**config.mk**
```make
export PLATFORM = sky130hd
export DESIGN_NAME = cag_axis_gate
export DESIGN_NICKNAME = d
export VERILOG_FILES = /design/src/core/cag_pkg.sv /design/src/core/cag_axis_gate.sv
export SDC_FILE = /design/constraint.sdc
export NUM_CORES = 2
export LEC_CHECK = 0
export BUFFER_PORTS_ARGS = -buffer_cell sky130_fd_sc_hd__buf_2
export CAP_MARGIN = 5
export CELL_PAD_IN_SITES_DETAIL_PLACEMENT = 1
export CELL_PAD_IN_SITES_GLOBAL_PLACEMENT = 1
export CORE_MARGIN = 2
export CORE_UTILIZATION = 45
export CTS_CLUSTER_SIZE = 12
export DETAILED_ROUTE_END_ITERATION = 12
export GPL_ROUTABILITY_DRIVEN = 0
export PLACE_DENSITY_LB_ADDON = 0.15
export SLEW_MARGIN = 20
export SYNTH_ARGS = -nofsm -noshare
export SYNTH_HDL_FRONTEND = slang
export SYNTH_SLANG_ARGS = --single-unit
```
**constraint.sdc**
```tcl
create_clock -name mclk -period 19.6 [get_ports mclk]
set_input_delay 0 -clock mclk [delete_from_list [all_inputs] [get_ports mclk]]
set_output_delay 0 -clock mclk [all_outputs]
set_load 0.02 [all_outputs]
```
**src/core/cag_pkg.sv**
```systemverilog
// constants, register map and carrier types for the crane axis gate
// assumes a 20 MHz mclk and an APB master with 32-bit data
package cag_pkg;

    localparam int AXES    = 2;                    // index 0 crane, 1 trolley
    localparam int SPD_W   = 16;                   // speed in mm/s
    localparam int PCT_W   = 8;                    // whole percent
    localparam int ENDP_W  = 10;                   // end speed in 0.1 percent
    localparam int TIME_W  = 16;                   // milliseconds
    localparam int ADDR_W  = 8;

    // timing
    localparam int CLK_NS    = 50;
    localparam int MS_NS     = 1000000;
    localparam int MS_CYCLES = MS_NS / CLK_NS;     // mclk cycles per millisecond, rounds down

    // percentage scales
    localparam logic [PCT_W-1:0]  PCT_FULL  = 8'h64;   // 100 percent
    localparam logic [ENDP_W-1:0] ENDP_FULL = 10'h3E8; // 100.0 percent in tenths

    // register map, one block of eight words per axis
    localparam logic [ADDR_W-1:0] AXIS_STRIDE = 8'h20;
    localparam logic [4:0] OFS_ACT     = 5'h00;
    localparam logic [4:0] OFS_COMFORT = 5'h04;
    localparam logic [4:0] OFS_ENDSPD  = 5'h08;
    localparam logic [4:0] OFS_ENDTIME = 5'h0C;
    localparam logic [4:0] OFS_MAXSPD  = 5'h10;
    localparam logic [4:0] OFS_SLOWREF = 5'h14;
    localparam logic [4:0] OFS_FASTREF = 5'h18;
    localparam logic [4:0] OFS_STATUS  = 5'h1C;

    // reset values of the settings
    localparam logic [PCT_W-1:0]  RST_ACT     = 8'h00;
    localparam logic [PCT_W-1:0]  RST_COMFORT = 8'h64;
    localparam logic [ENDP_W-1:0] RST_ENDSPD  = 10'h006;
    localparam logic [TIME_W-1:0] RST_ENDTIME = 16'h0320;
    localparam logic [SPD_W-1:0]  RST_MAXSPD  = 16'h03E8;
    localparam logic [SPD_W-1:0]  RST_SLOWREF = 16'h012C;
    localparam logic [SPD_W-1:0]  RST_FASTREF = 16'h03E8;

    typedef enum logic [1:0] {CAG_IDLE, CAG_RUN, CAG_STOP, CAG_HALT} cag_state_t;

    typedef struct packed {
        logic [PCT_W-1:0]  act;
        logic [PCT_W-1:0]  comfort;
        logic [ENDP_W-1:0] endSpd;
        logic [TIME_W-1:0] endTime;
        logic [SPD_W-1:0]  maxSpd;
        logic [SPD_W-1:0]  slowRef;
        logic [SPD_W-1:0]  fastRef;
    } cag_cfg_t;

    // travel switches, each bit low when the switch is active
    typedef struct packed {
        logic fwdEnd;
        logic revEnd;
        logic fwdSlow;
        logic revSlow;
    } cag_sw_t;

    typedef struct packed {
        logic fwd;
        logic rev;
        logic high;
    } cag_run_t;

    // orders to the axis drive
    typedef struct packed {
        logic [SPD_W-1:0] speedRef;
        logic [PCT_W-1:0] corrGain;
        logic             corrOn;
        logic             lowSpeed;
        logic             quickStop;
        logic             dirFwd;
    } cag_drv_t;

endpackage

```
**src/core/cag_axis_gate.sv**
```systemverilog
// crane axis gate: supervision of crane and trolley axes, APB settings
// assumes switch, run and enable pins are asynchronous; axisSpeed comes
// from drive feedback logic on mclk as an unsigned magnitude in mm/s
//
// Design decisions made here: the address map and register access over APB.
`timescale 1ns/10ps
module cag_axis_gate import cag_pkg::*; #(
    parameter int MS_TICK_CYCLES = MS_CYCLES
) (
    input  wire logic                 mclk,
    input  wire logic                 rstn,
    input  wire logic                 psel,
    input  wire logic                 penable,
    input  wire logic                 pwrite,
    input  wire logic [ADDR_W-1:0]    paddr,
    input  wire logic [31:0]          pwdata,
    output logic      [31:0]          prdata,
    output logic                      pready,
    output logic                      pslverr,
    input  wire cag_sw_t              travelSwitchN [AXES],
    input  wire cag_run_t             runPins [AXES],
    input  wire logic                 assistEnable,
    input  wire logic [SPD_W-1:0]     axisSpeed [AXES],
    output cag_drv_t                  driveOrder [AXES],
    output logic                      assistActivity,
    output logic                      craneReady
);

    // pin synchronisers, first stage read only by the second
    cag_sw_t    swMeta_reg [AXES];
    cag_sw_t    swSync_reg [AXES];
    cag_run_t   runMeta_reg [AXES];
    cag_run_t   runSync_reg [AXES];
    logic       enMeta_reg;
    logic       enSync_reg;

    always_ff @(posedge mclk or negedge rstn) begin
        if (!rstn) begin
            for (int a = 0; a < AXES; a++) begin
                swMeta_reg[a]  <= '1;
                swSync_reg[a]  <= '1;
                runMeta_reg[a] <= '0;
                runSync_reg[a] <= '0;
            end
            enMeta_reg <= 1'b0;
            enSync_reg <= 1'b0;
        end else begin
            swMeta_reg  <= travelSwitchN;
            swSync_reg  <= swMeta_reg;
            runMeta_reg <= runPins;
            runSync_reg <= runMeta_reg;
            enMeta_reg  <= assistEnable;
            enSync_reg  <= enMeta_reg;
        end
    end

    // state
    cag_cfg_t           cfg_reg [AXES],      cfg_next [AXES];
    cag_state_t         state_reg [AXES],    state_next [AXES];
    logic               dirFwd_reg [AXES],   dirFwd_next [AXES];
    logic               endLock_reg [AXES],  endLock_next [AXES];
    logic               slowLock_reg [AXES], slowLock_next [AXES];
    logic               maxSeen_reg [AXES],  maxSeen_next [AXES];
    logic [TIME_W-1:0]  endCnt_reg [AXES],   endCnt_next [AXES];
    cag_drv_t           drv_reg [AXES],      drv_next [AXES];
    logic [31:0]        msCnt_reg,           msCnt_next;
    logic               activity_reg,        activity_next;
    logic               ready_reg,           ready_next;
    logic [31:0]        rdata_reg,           rdata_next;
    logic               pready_reg,          pready_next;
    logic               perr_reg,            perr_next;

    // derived per-axis quantities and the millisecond tick
    cag_sw_t            sw [AXES];
    logic [SPD_W-1:0]   actSpd [AXES];
    logic [SPD_W-1:0]   endSpd [AXES];
    logic               msTick;

    always_comb begin
        msTick = (msCnt_reg == 32'(MS_TICK_CYCLES - 1));
        for (int a = 0; a < AXES; a++) begin
            sw[a]     = ~swSync_reg[a];
            actSpd[a] = SPD_W'((32'(cfg_reg[a].act) * 32'(cfg_reg[a].maxSpd))
                        / 32'(PCT_FULL));
            endSpd[a] = SPD_W'((32'(cfg_reg[a].endSpd) * 32'(cfg_reg[a].maxSpd))
                        / 32'(ENDP_FULL));
        end
    end

    // APB slave: one wait-free access phase, answers registered in setup
    logic               setup;
    logic               access;
    logic [ADDR_W-1:0]  axOfs;
    logic               axIdx;
    logic               mapped;

    always_comb begin
        setup  = psel && !penable;
        access = psel && penable && pready_reg;
        axIdx  = (paddr >= AXIS_STRIDE);
        axOfs  = axIdx ? (paddr - AXIS_STRIDE) : paddr;
        mapped = (paddr < (AXIS_STRIDE << 1)) && (paddr[1:0] == 2'b00);
        pready_next = setup;
        perr_next   = setup && !mapped;
        rdata_next  = '0;
        if (setup && !pwrite && mapped) begin
            case (axOfs[4:0])
                OFS_ACT:     rdata_next = 32'(cfg_reg[axIdx].act);
                OFS_COMFORT: rdata_next = 32'(cfg_reg[axIdx].comfort);
                OFS_ENDSPD:  rdata_next = 32'(cfg_reg[axIdx].endSpd);
                OFS_ENDTIME: rdata_next = 32'(cfg_reg[axIdx].endTime);
                OFS_MAXSPD:  rdata_next = 32'(cfg_reg[axIdx].maxSpd);
                OFS_SLOWREF: rdata_next = 32'(cfg_reg[axIdx].slowRef);
                OFS_FASTREF: rdata_next = 32'(cfg_reg[axIdx].fastRef);
                OFS_STATUS:  rdata_next = {24'h000000, drv_reg[axIdx].quickStop,
                                 drv_reg[axIdx].corrOn, slowLock_reg[axIdx],
                                 endLock_reg[axIdx], dirFwd_reg[axIdx],
                                 1'b0, state_reg[axIdx]};
                default:     rdata_next = '0;
            endcase
        end
        // separate settings per axis
        cfg_next = cfg_reg;
        if (access && pwrite && mapped) begin
            case (axOfs[4:0])
                OFS_ACT:     cfg_next[axIdx].act     = pwdata[PCT_W-1:0];
                OFS_COMFORT: cfg_next[axIdx].comfort = pwdata[PCT_W-1:0];
                OFS_ENDSPD:  cfg_next[axIdx].endSpd  = pwdata[ENDP_W-1:0];
                OFS_ENDTIME: cfg_next[axIdx].endTime = pwdata[TIME_W-1:0];
                OFS_MAXSPD:  cfg_next[axIdx].maxSpd  = pwdata[SPD_W-1:0];
                OFS_SLOWREF: cfg_next[axIdx].slowRef = pwdata[SPD_W-1:0];
                OFS_FASTREF: cfg_next[axIdx].fastRef = pwdata[SPD_W-1:0];
                default:     cfg_next[axIdx] = cfg_reg[axIdx];
            endcase
        end
    end

    // axis supervision, evaluated on every clock
    logic endDir [AXES];
    logic slowDir [AXES];
    logic runDir [AXES];
    logic startFwd [AXES];
    logic startRev [AXES];
    logic [SPD_W-1:0] ref_ [AXES];

    always_comb begin
        msCnt_next    = msTick ? '0 : msCnt_reg + 32'h00000001;
        ready_next    = 1'b1;
        activity_next = 1'b0;
        for (int a = 0; a < AXES; a++) begin
            state_next[a]    = state_reg[a];
            dirFwd_next[a]   = dirFwd_reg[a];
            maxSeen_next[a]  = maxSeen_reg[a];
            endCnt_next[a]   = endCnt_reg[a];
            // standstill latches: either switch counts as both
            endLock_next[a]  = (state_reg[a] == CAG_IDLE && (sw[a].fwdEnd || sw[a].revEnd))
                ? 1'b1 : (endLock_reg[a] && (sw[a].fwdEnd || sw[a].revEnd));
            slowLock_next[a] = (state_reg[a] == CAG_IDLE && (sw[a].fwdSlow || sw[a].revSlow))
                ? 1'b1 : (slowLock_reg[a] && (sw[a].fwdSlow || sw[a].revSlow));
            // the switch of the recorded direction acts, and either switch while its standstill lock is held
            endDir[a]  = (dirFwd_reg[a] ? sw[a].fwdEnd : sw[a].revEnd)
                         || endLock_reg[a];
            slowDir[a] = (dirFwd_reg[a] ? sw[a].fwdSlow : sw[a].revSlow)
                         || slowLock_reg[a];
            runDir[a]  = dirFwd_reg[a] ? runSync_reg[a].fwd : runSync_reg[a].rev;
            // a start is refused toward an active end switch, and in both directions while the end lock is held
            startFwd[a] = runSync_reg[a].fwd && !runSync_reg[a].rev
                          && !sw[a].fwdEnd && !endLock_reg[a];
            startRev[a] = runSync_reg[a].rev && !runSync_reg[a].fwd
                          && !sw[a].revEnd && !endLock_reg[a];
            ref_[a] = (slowDir[a] || !runSync_reg[a].high) ? cfg_reg[a].slowRef
                                                           : cfg_reg[a].fastRef;
            case (state_reg[a])
                CAG_IDLE: begin
                    if (startFwd[a] || startRev[a]) begin
                        state_next[a]   = CAG_RUN;
                        dirFwd_next[a]  = startFwd[a];
                        maxSeen_next[a] = 1'b0;
                    end
                end
                CAG_RUN: begin
                    if (axisSpeed[a] >= cfg_reg[a].maxSpd)
                        maxSeen_next[a] = 1'b1;
                    if (endDir[a])
                        state_next[a] = CAG_HALT;
                    else if (!runDir[a]) begin
                        state_next[a]  = CAG_STOP;
                        endCnt_next[a] = '0;
                    end
                end
                CAG_STOP: begin
                    // speed must dwell at end speed for the end time
                    if (endDir[a])
                        state_next[a] = CAG_HALT;
                    else if (runDir[a])
                        state_next[a] = CAG_RUN;
                    else if (axisSpeed[a] > endSpd[a])
                        endCnt_next[a] = '0;
                    else if (endCnt_next[a] >= cfg_reg[a].endTime)
                        state_next[a] = CAG_IDLE;
                    else if (msTick)
                        endCnt_next[a] = endCnt_reg[a] + 16'h0001;
                end
                CAG_HALT: begin
                    if (axisSpeed[a] <= endSpd[a])
                        state_next[a] = CAG_IDLE;
                end
                default: state_next[a] = CAG_IDLE;
            endcase
            // drive orders
            drv_next[a]           = '0;
            drv_next[a].dirFwd    = dirFwd_next[a];
            drv_next[a].quickStop = (state_next[a] == CAG_HALT);
            drv_next[a].lowSpeed  = (state_next[a] == CAG_RUN) && slowDir[a];
            drv_next[a].speedRef  = (state_next[a] == CAG_RUN) ? ref_[a] : '0;
            drv_next[a].corrOn    = enSync_reg
                && (state_next[a] == CAG_RUN || state_next[a] == CAG_STOP)
                && (maxSeen_next[a] || ref_[a] > actSpd[a])
                && !(slowDir[a] && axisSpeed[a] > cfg_reg[a].slowRef);
            drv_next[a].corrGain  = drv_next[a].corrOn ? cfg_reg[a].comfort : '0;
            // activity lasts while any assisted movement is unfinished
            if (enSync_reg && (state_next[a] == CAG_RUN || state_next[a] == CAG_STOP))
                activity_next = 1'b1;
        end
    end

    always_ff @(posedge mclk or negedge rstn) begin
        if (!rstn) begin
            for (int a = 0; a < AXES; a++) begin
                cfg_reg[a]      <= '{RST_ACT, RST_COMFORT, RST_ENDSPD, RST_ENDTIME,
                                     RST_MAXSPD, RST_SLOWREF, RST_FASTREF};
                state_reg[a]    <= CAG_IDLE;
                dirFwd_reg[a]   <= 1'b0;
                endLock_reg[a]  <= 1'b0;
                slowLock_reg[a] <= 1'b0;
                maxSeen_reg[a]  <= 1'b0;
                endCnt_reg[a]   <= '0;
                drv_reg[a]      <= '0;
            end
            msCnt_reg    <= '0;
            activity_reg <= 1'b0;
            ready_reg    <= 1'b0;
            rdata_reg    <= '0;
            pready_reg   <= 1'b0;
            perr_reg     <= 1'b0;
        end else begin
            cfg_reg      <= cfg_next;
            state_reg    <= state_next;
            dirFwd_reg   <= dirFwd_next;
            endLock_reg  <= endLock_next;
            slowLock_reg <= slowLock_next;
            maxSeen_reg  <= maxSeen_next;
            endCnt_reg   <= endCnt_next;
            drv_reg      <= drv_next;
            msCnt_reg    <= msCnt_next;
            activity_reg <= activity_next;
            ready_reg    <= ready_next;
            rdata_reg    <= rdata_next;
            pready_reg   <= pready_next;
            perr_reg     <= perr_next;
        end
    end

    assign driveOrder     = drv_reg;
    assign assistActivity = activity_reg;
    assign craneReady     = ready_reg;
    assign prdata         = rdata_reg;
    assign pready         = pready_reg;
    assign pslverr        = perr_reg;
endmodule

```
# == Word-level counts from Yosys, hierarchy flattened ==
# Index checks and enable logic that the tools add are counted.
# totals
reg_bits,376
input_bits,92
out_inout_bits,92
wordCells,323
# classes
addsub,4
n_mul,4
n_div,4
order_cmp,16
n_eq_ne,32
muxes,105
n_bitwise,3
n_reduce_logical,83
# op_table
operator,count
180-bit bitwise mux,8
180-bit case mux with 7 select lines,1
90-bit demux with 1-bit select,8
90-bit two-way mux,5
16-bit two-way mux,19
16-bit case mux with 8 select lines,1
16-bit > comparator,6
32-bit two-way mux,3
82-bit two-way mux,1
74-bit two-way mux,1
"24-bit by 7-bit divider with 32-bit output, second input constant",2
"26-bit by 10-bit divider with 32-bit output, second input constant",2
16-bit greater-or-equal comparator,4
64-bit two-way mux,1
16-bit case mux with 2 select lines,2
10-bit by 16-bit multiplier with 26-bit output,2
8-bit by 16-bit multiplier with 24-bit output,2
48-bit two-way mux,1
1-bit logical AND,40
2-bit two-way mux,19
"16-bit by 1-bit adder with 16-bit output, second input constant",2
"32-bit by 1-bit adder with 32-bit output, second input constant",1
"32-bit by 15-bit == test with 1-bit output, second input constant",1
16-bit less-or-equal comparator,2
27 further kinds,117

# == Logic depth before layout (Yosys ltp) ==
# logic_depth
word_depth,13
depth_mapped,89

# == Worst setup path after synthesis ==
# Ideal clock, no wire load.
# synth_path
kind,register to register
from,reg (tool-made name)
to,reg endCnt_reg[15] (netlist name)
setup_ns,0.078
t_arrival_ns,18.830
required_time_ns,19.522
setup_slack_ns,0.692
path_stages_with_launch,83
path_buffers,7
cell_sequence,dfstp_2 > clkbuf_1 > clkbuf_1 > nand2_1 > fa_1 > inv_1 > fa_1 > fa_1 > fa_1 > inv_1 > fa_1 > inv_1 > ha_1 > a211oi_1 > o21bai_1 > o22ai_2 > o21a_1 > buf_4 > [47 not listed] > o21ai_0 > nand2b_1 > a21oi_1 > nor2b_1 > o21ai_0 > nand2b_1 > a21oi_1 > a31oi_1 > o21ai_0 > nand2_1 > o2111ai_1 > nor2_1 > nand3_1 > nor2_1 > nand2_1 > or2_2 > or3_1 > a21oi_1
# synth_lines
item,line_no,source
"end signal, assigned",cag_axis_gate.sv:253,endCnt_reg <= endCnt_next;
"end, declared",cag_axis_gate.sv:64,"logic [TIME_W-1:0] endCnt_reg [AXES], endCnt_next [AXES];"

==> reports/metrics.csv <==
stage,metric,value,unit
setup_path,critPathArrivalTime,19.68,ns
detailed_routing,wire_per_inst,22.4,um
global_route,grt_usage,0.302,
placed_design,io_buffers,151,
clocking,cts.sinks,360,
logic_synthesis,ys_seq_elements,360,
power,power_density,31.8,nW/um^2
timing,finalCritPeriodShare,0.977,
floorplan,die_y,355,um
timing,relSlewSlack,0.147,
status,outcome,"finished, final reports clean",
cells_and_area,mostFrequentLayoutCell,nand2_1,
floorplan,rows,128,
detailed_routing,drtIter0Drc,3652,
power,p_leak,30.5,nW
logic_synthesis,seq_area_frac_synth,0.164,
timing,rsz0062_at_grt,true,
clocking,cts_buffer_depth,3,
setup_path,critPathKind,reg -> reg,
timing,worstMarginPinSlew,1.27,ns
cells_and_area,utilization,0.542,
global_route,gr-total-overflow,0,
setup_path,cp_max_fo,7,
timing,setup_viol,0,
timing,finalMaxSlewViolations,0,
power,max-vdd-ir-drop,0.0000840,V
cells_and_area,drive_above_1_share,0.227,
job,drv_cap,0,
cells_and_area,fillers,14500,
cells_and_area,final_cell_mix,"738 x nand2_1, 668 x buf_4, 639 x inv_1, 410 x and2_1, 387 x fa_1",
logic_synthesis,synth_warnings,0,
clocking,htree_levels,2,
cells_and_area,area_delta_synth_final,19.4,%
clocking,clockRootBuffer,clkbuf_16,
global_route,antenna_found_initial,11,
clocking,clk_latency,0.62,ns
timing,timing.final.ws_setup,0.452,ns
floorplan,dieArea,126000,sq um
detailed_routing,firstDrtPassIters,5,
placed_design,dpl.hpwl,154000,um
timing,fin_worst_skew,0.0298,ns
detailed_routing,routed_wl,201000,um
clocking,cts.clk_slew.worst_paths,0.06,ns
power,p_int,1.45,mW
floorplan,core-area,122000,sq um
power,p_comb_frac,0.198,
setup_path,cp-end-kind,flop,
global_route,grt_max_degree,161,
logic_synthesis,syn_area_per_cell,8.28,sq um
setup_path,cp_top_family,compound AO/OA/AOI/OAI gates,
timing,fmax,0.0522,GHz
power,p_seq_frac,0.383,
detailed_routing,avgViaCountPerCell,6.05,
setup_path,cp_slowest_cell,dfstp_4,
detailed_routing,drc,0,
global_route,grt_pass1_vias,55200,
setup_path,crit_required,20.14,ns
floorplan,start_util,0.454,
logic_synthesis,synth_edf_count,0,
clocking,cts_buffers,43,
logic_synthesis,synth_cell_types,161,
clocking,cts_tree,yes,
setup_path,slowest_delay,0.67,ns
worst_hold_path,hold_class,in -> reg,
floorplan,die_w,355,um
setup_path,rrSetupSlack,0.45,ns
logic_synthesis,synth_area,55300,sq um
setup_path,critPathLaunchType,flop,
timing,period_needed,19.15,ns
logic_synthesis,syn-instance-count,6680,
global_route,grt_pass1_wl,308000,um
power,p_clk_frac,0.419,
detailed_routing,ant_nets,0,
power,switching_share,0.311,
detailed_routing,via_count,54500,
power,finalPower,2.10,mW
power,p_sw,0.653,mW
cells_and_area,nNetsFinal,8192,
timing,hold_violations,0,
logic_synthesis,synthArstFlopShare,1.00,
floorplan,io_pins,184,
logic_synthesis,ys.flop_type,dfrtp_1,
worst_hold_path,worstHoldStart,travelSwitchN[3],
placed_design,pre_cts_slack,-0.300,ns
setup_path,worstPathBufferInverterCount,14,
metal layers:
layer	GRT usage	vias up	wire length, um
met1	0.422	27800	89600
li1	-	24900	-
met2	0.496	1462	94300
met5	0	-	59
met3	0.0433	328	12300
met4	0.0645	10	4750
path summary, 6_finish.rpt:
check | end | cells after the start
min reg2reg | swSync_reg[5] | 0
max in group asynchronous | asynchronous set/reset pin | 5
min | swMeta_reg[3] | 2
min in group asynchronous | driveOrder[25] | 3
max reg2reg | driveOrder[6] | 83
max | driveOrder[6] | 83
layout make-up:
class	instances	area, sq um	share of cell area
multi-input combinational	5393	44300	0.671
sequential	360	9160	0.139
timing repair buffer	882	6550	0.0991
inverter	651	2450	0.0371
tap	1625	2030	0.0308
clock buffer	61	1230	0.0187
clock inverter	19	279	0.00422
antenna	4	10.0	0.000152
cell usage after synthesis, drive strengths merged (42+ instances only):
cell type	n	area share
o21ai	275	0.025
nor4	53	0.0068
mux2	186	0.038
or3	61	0.0072
nand2	748	0.051
o31ai	42	0.0068
buf	82	0.0088
dfstp	64	0.030
o22ai	50	0.0066
xor2	82	0.013
inv	651	0.044
clkbuf	210	0.014
a211oi	84	0.012
a31oi	78	0.010
dfrtp	296	0.13
nand4	79	0.0093
mux2i	103	0.019
o211ai	97	0.014
a21oi	356	0.033
or2	53	0.0061
nand3	161	0.015
nor2	385	0.026
nor3	154	0.015
xnor2	186	0.031
and3	76	0.0086
nor2b	59	0.0067
nand2b	59	0.0067
ha	381	0.086
o21a	66	0.0090
fa	388	0.14
a21o	106	0.015
and2	415	0.047
cell families after synthesis:
| kind of cell | count (synthesis) | share of synthesized area |
|---|---|---|
| muxes | 296 | 0.0597 |
| DFF | 360 | 0.164 |
| other | 2 | 0.000136 |
| and+or+nand+nor | 2377 | 0.217 |
| buffers and inverters | 943 | 0.0674 |
| AOI/OAI and AO/OA | 1645 | 0.217 |
| adders and majority gates | 789 | 0.230 |
| xor gates and xnor gates | 268 | 0.0441 |
repair_timing:
item                       4_1_cts  5_1_grt
pin swaps                        2      101
setup buffers                    5      120
cloned                           0        4
setup endpoints to repair       43       91
hold endpoints to repair       210        0
gates resized for setup         16      379
hold buffers                    39        0
per-stage QoR:
stage	hold slack, ns	area, sq um	TNS (ns)	instances
after floorplan	-0.296	55400	0	6695
after global placement	0.0546	61200	0	8743
after detailed placement	0.0602	61200	-3.78	8743
after CTS	0.0140	63300	0	8867
after global routing	0.0491	66100	-10.79	8993
final	0.0440	66100	0	8995
power by group through the flow:
| stage | clock network [mW] | logic, mW | registers [mW] |
|---|---|---|---|
| after CTS | 0.890 | 0.380 | 0.806 |
| after global routing | 0.920 | 0.448 | 0.808 |
| after detailed placement | 0 | 0.368 | 0.818 |
| after global placement | 0 | 0.357 | 0.817 |
| final | 0.881 | 0.416 | 0.806 |
| after floorplan | 0 | 0.154 | 0.803 |
Power figures use the tool's default switching activity.
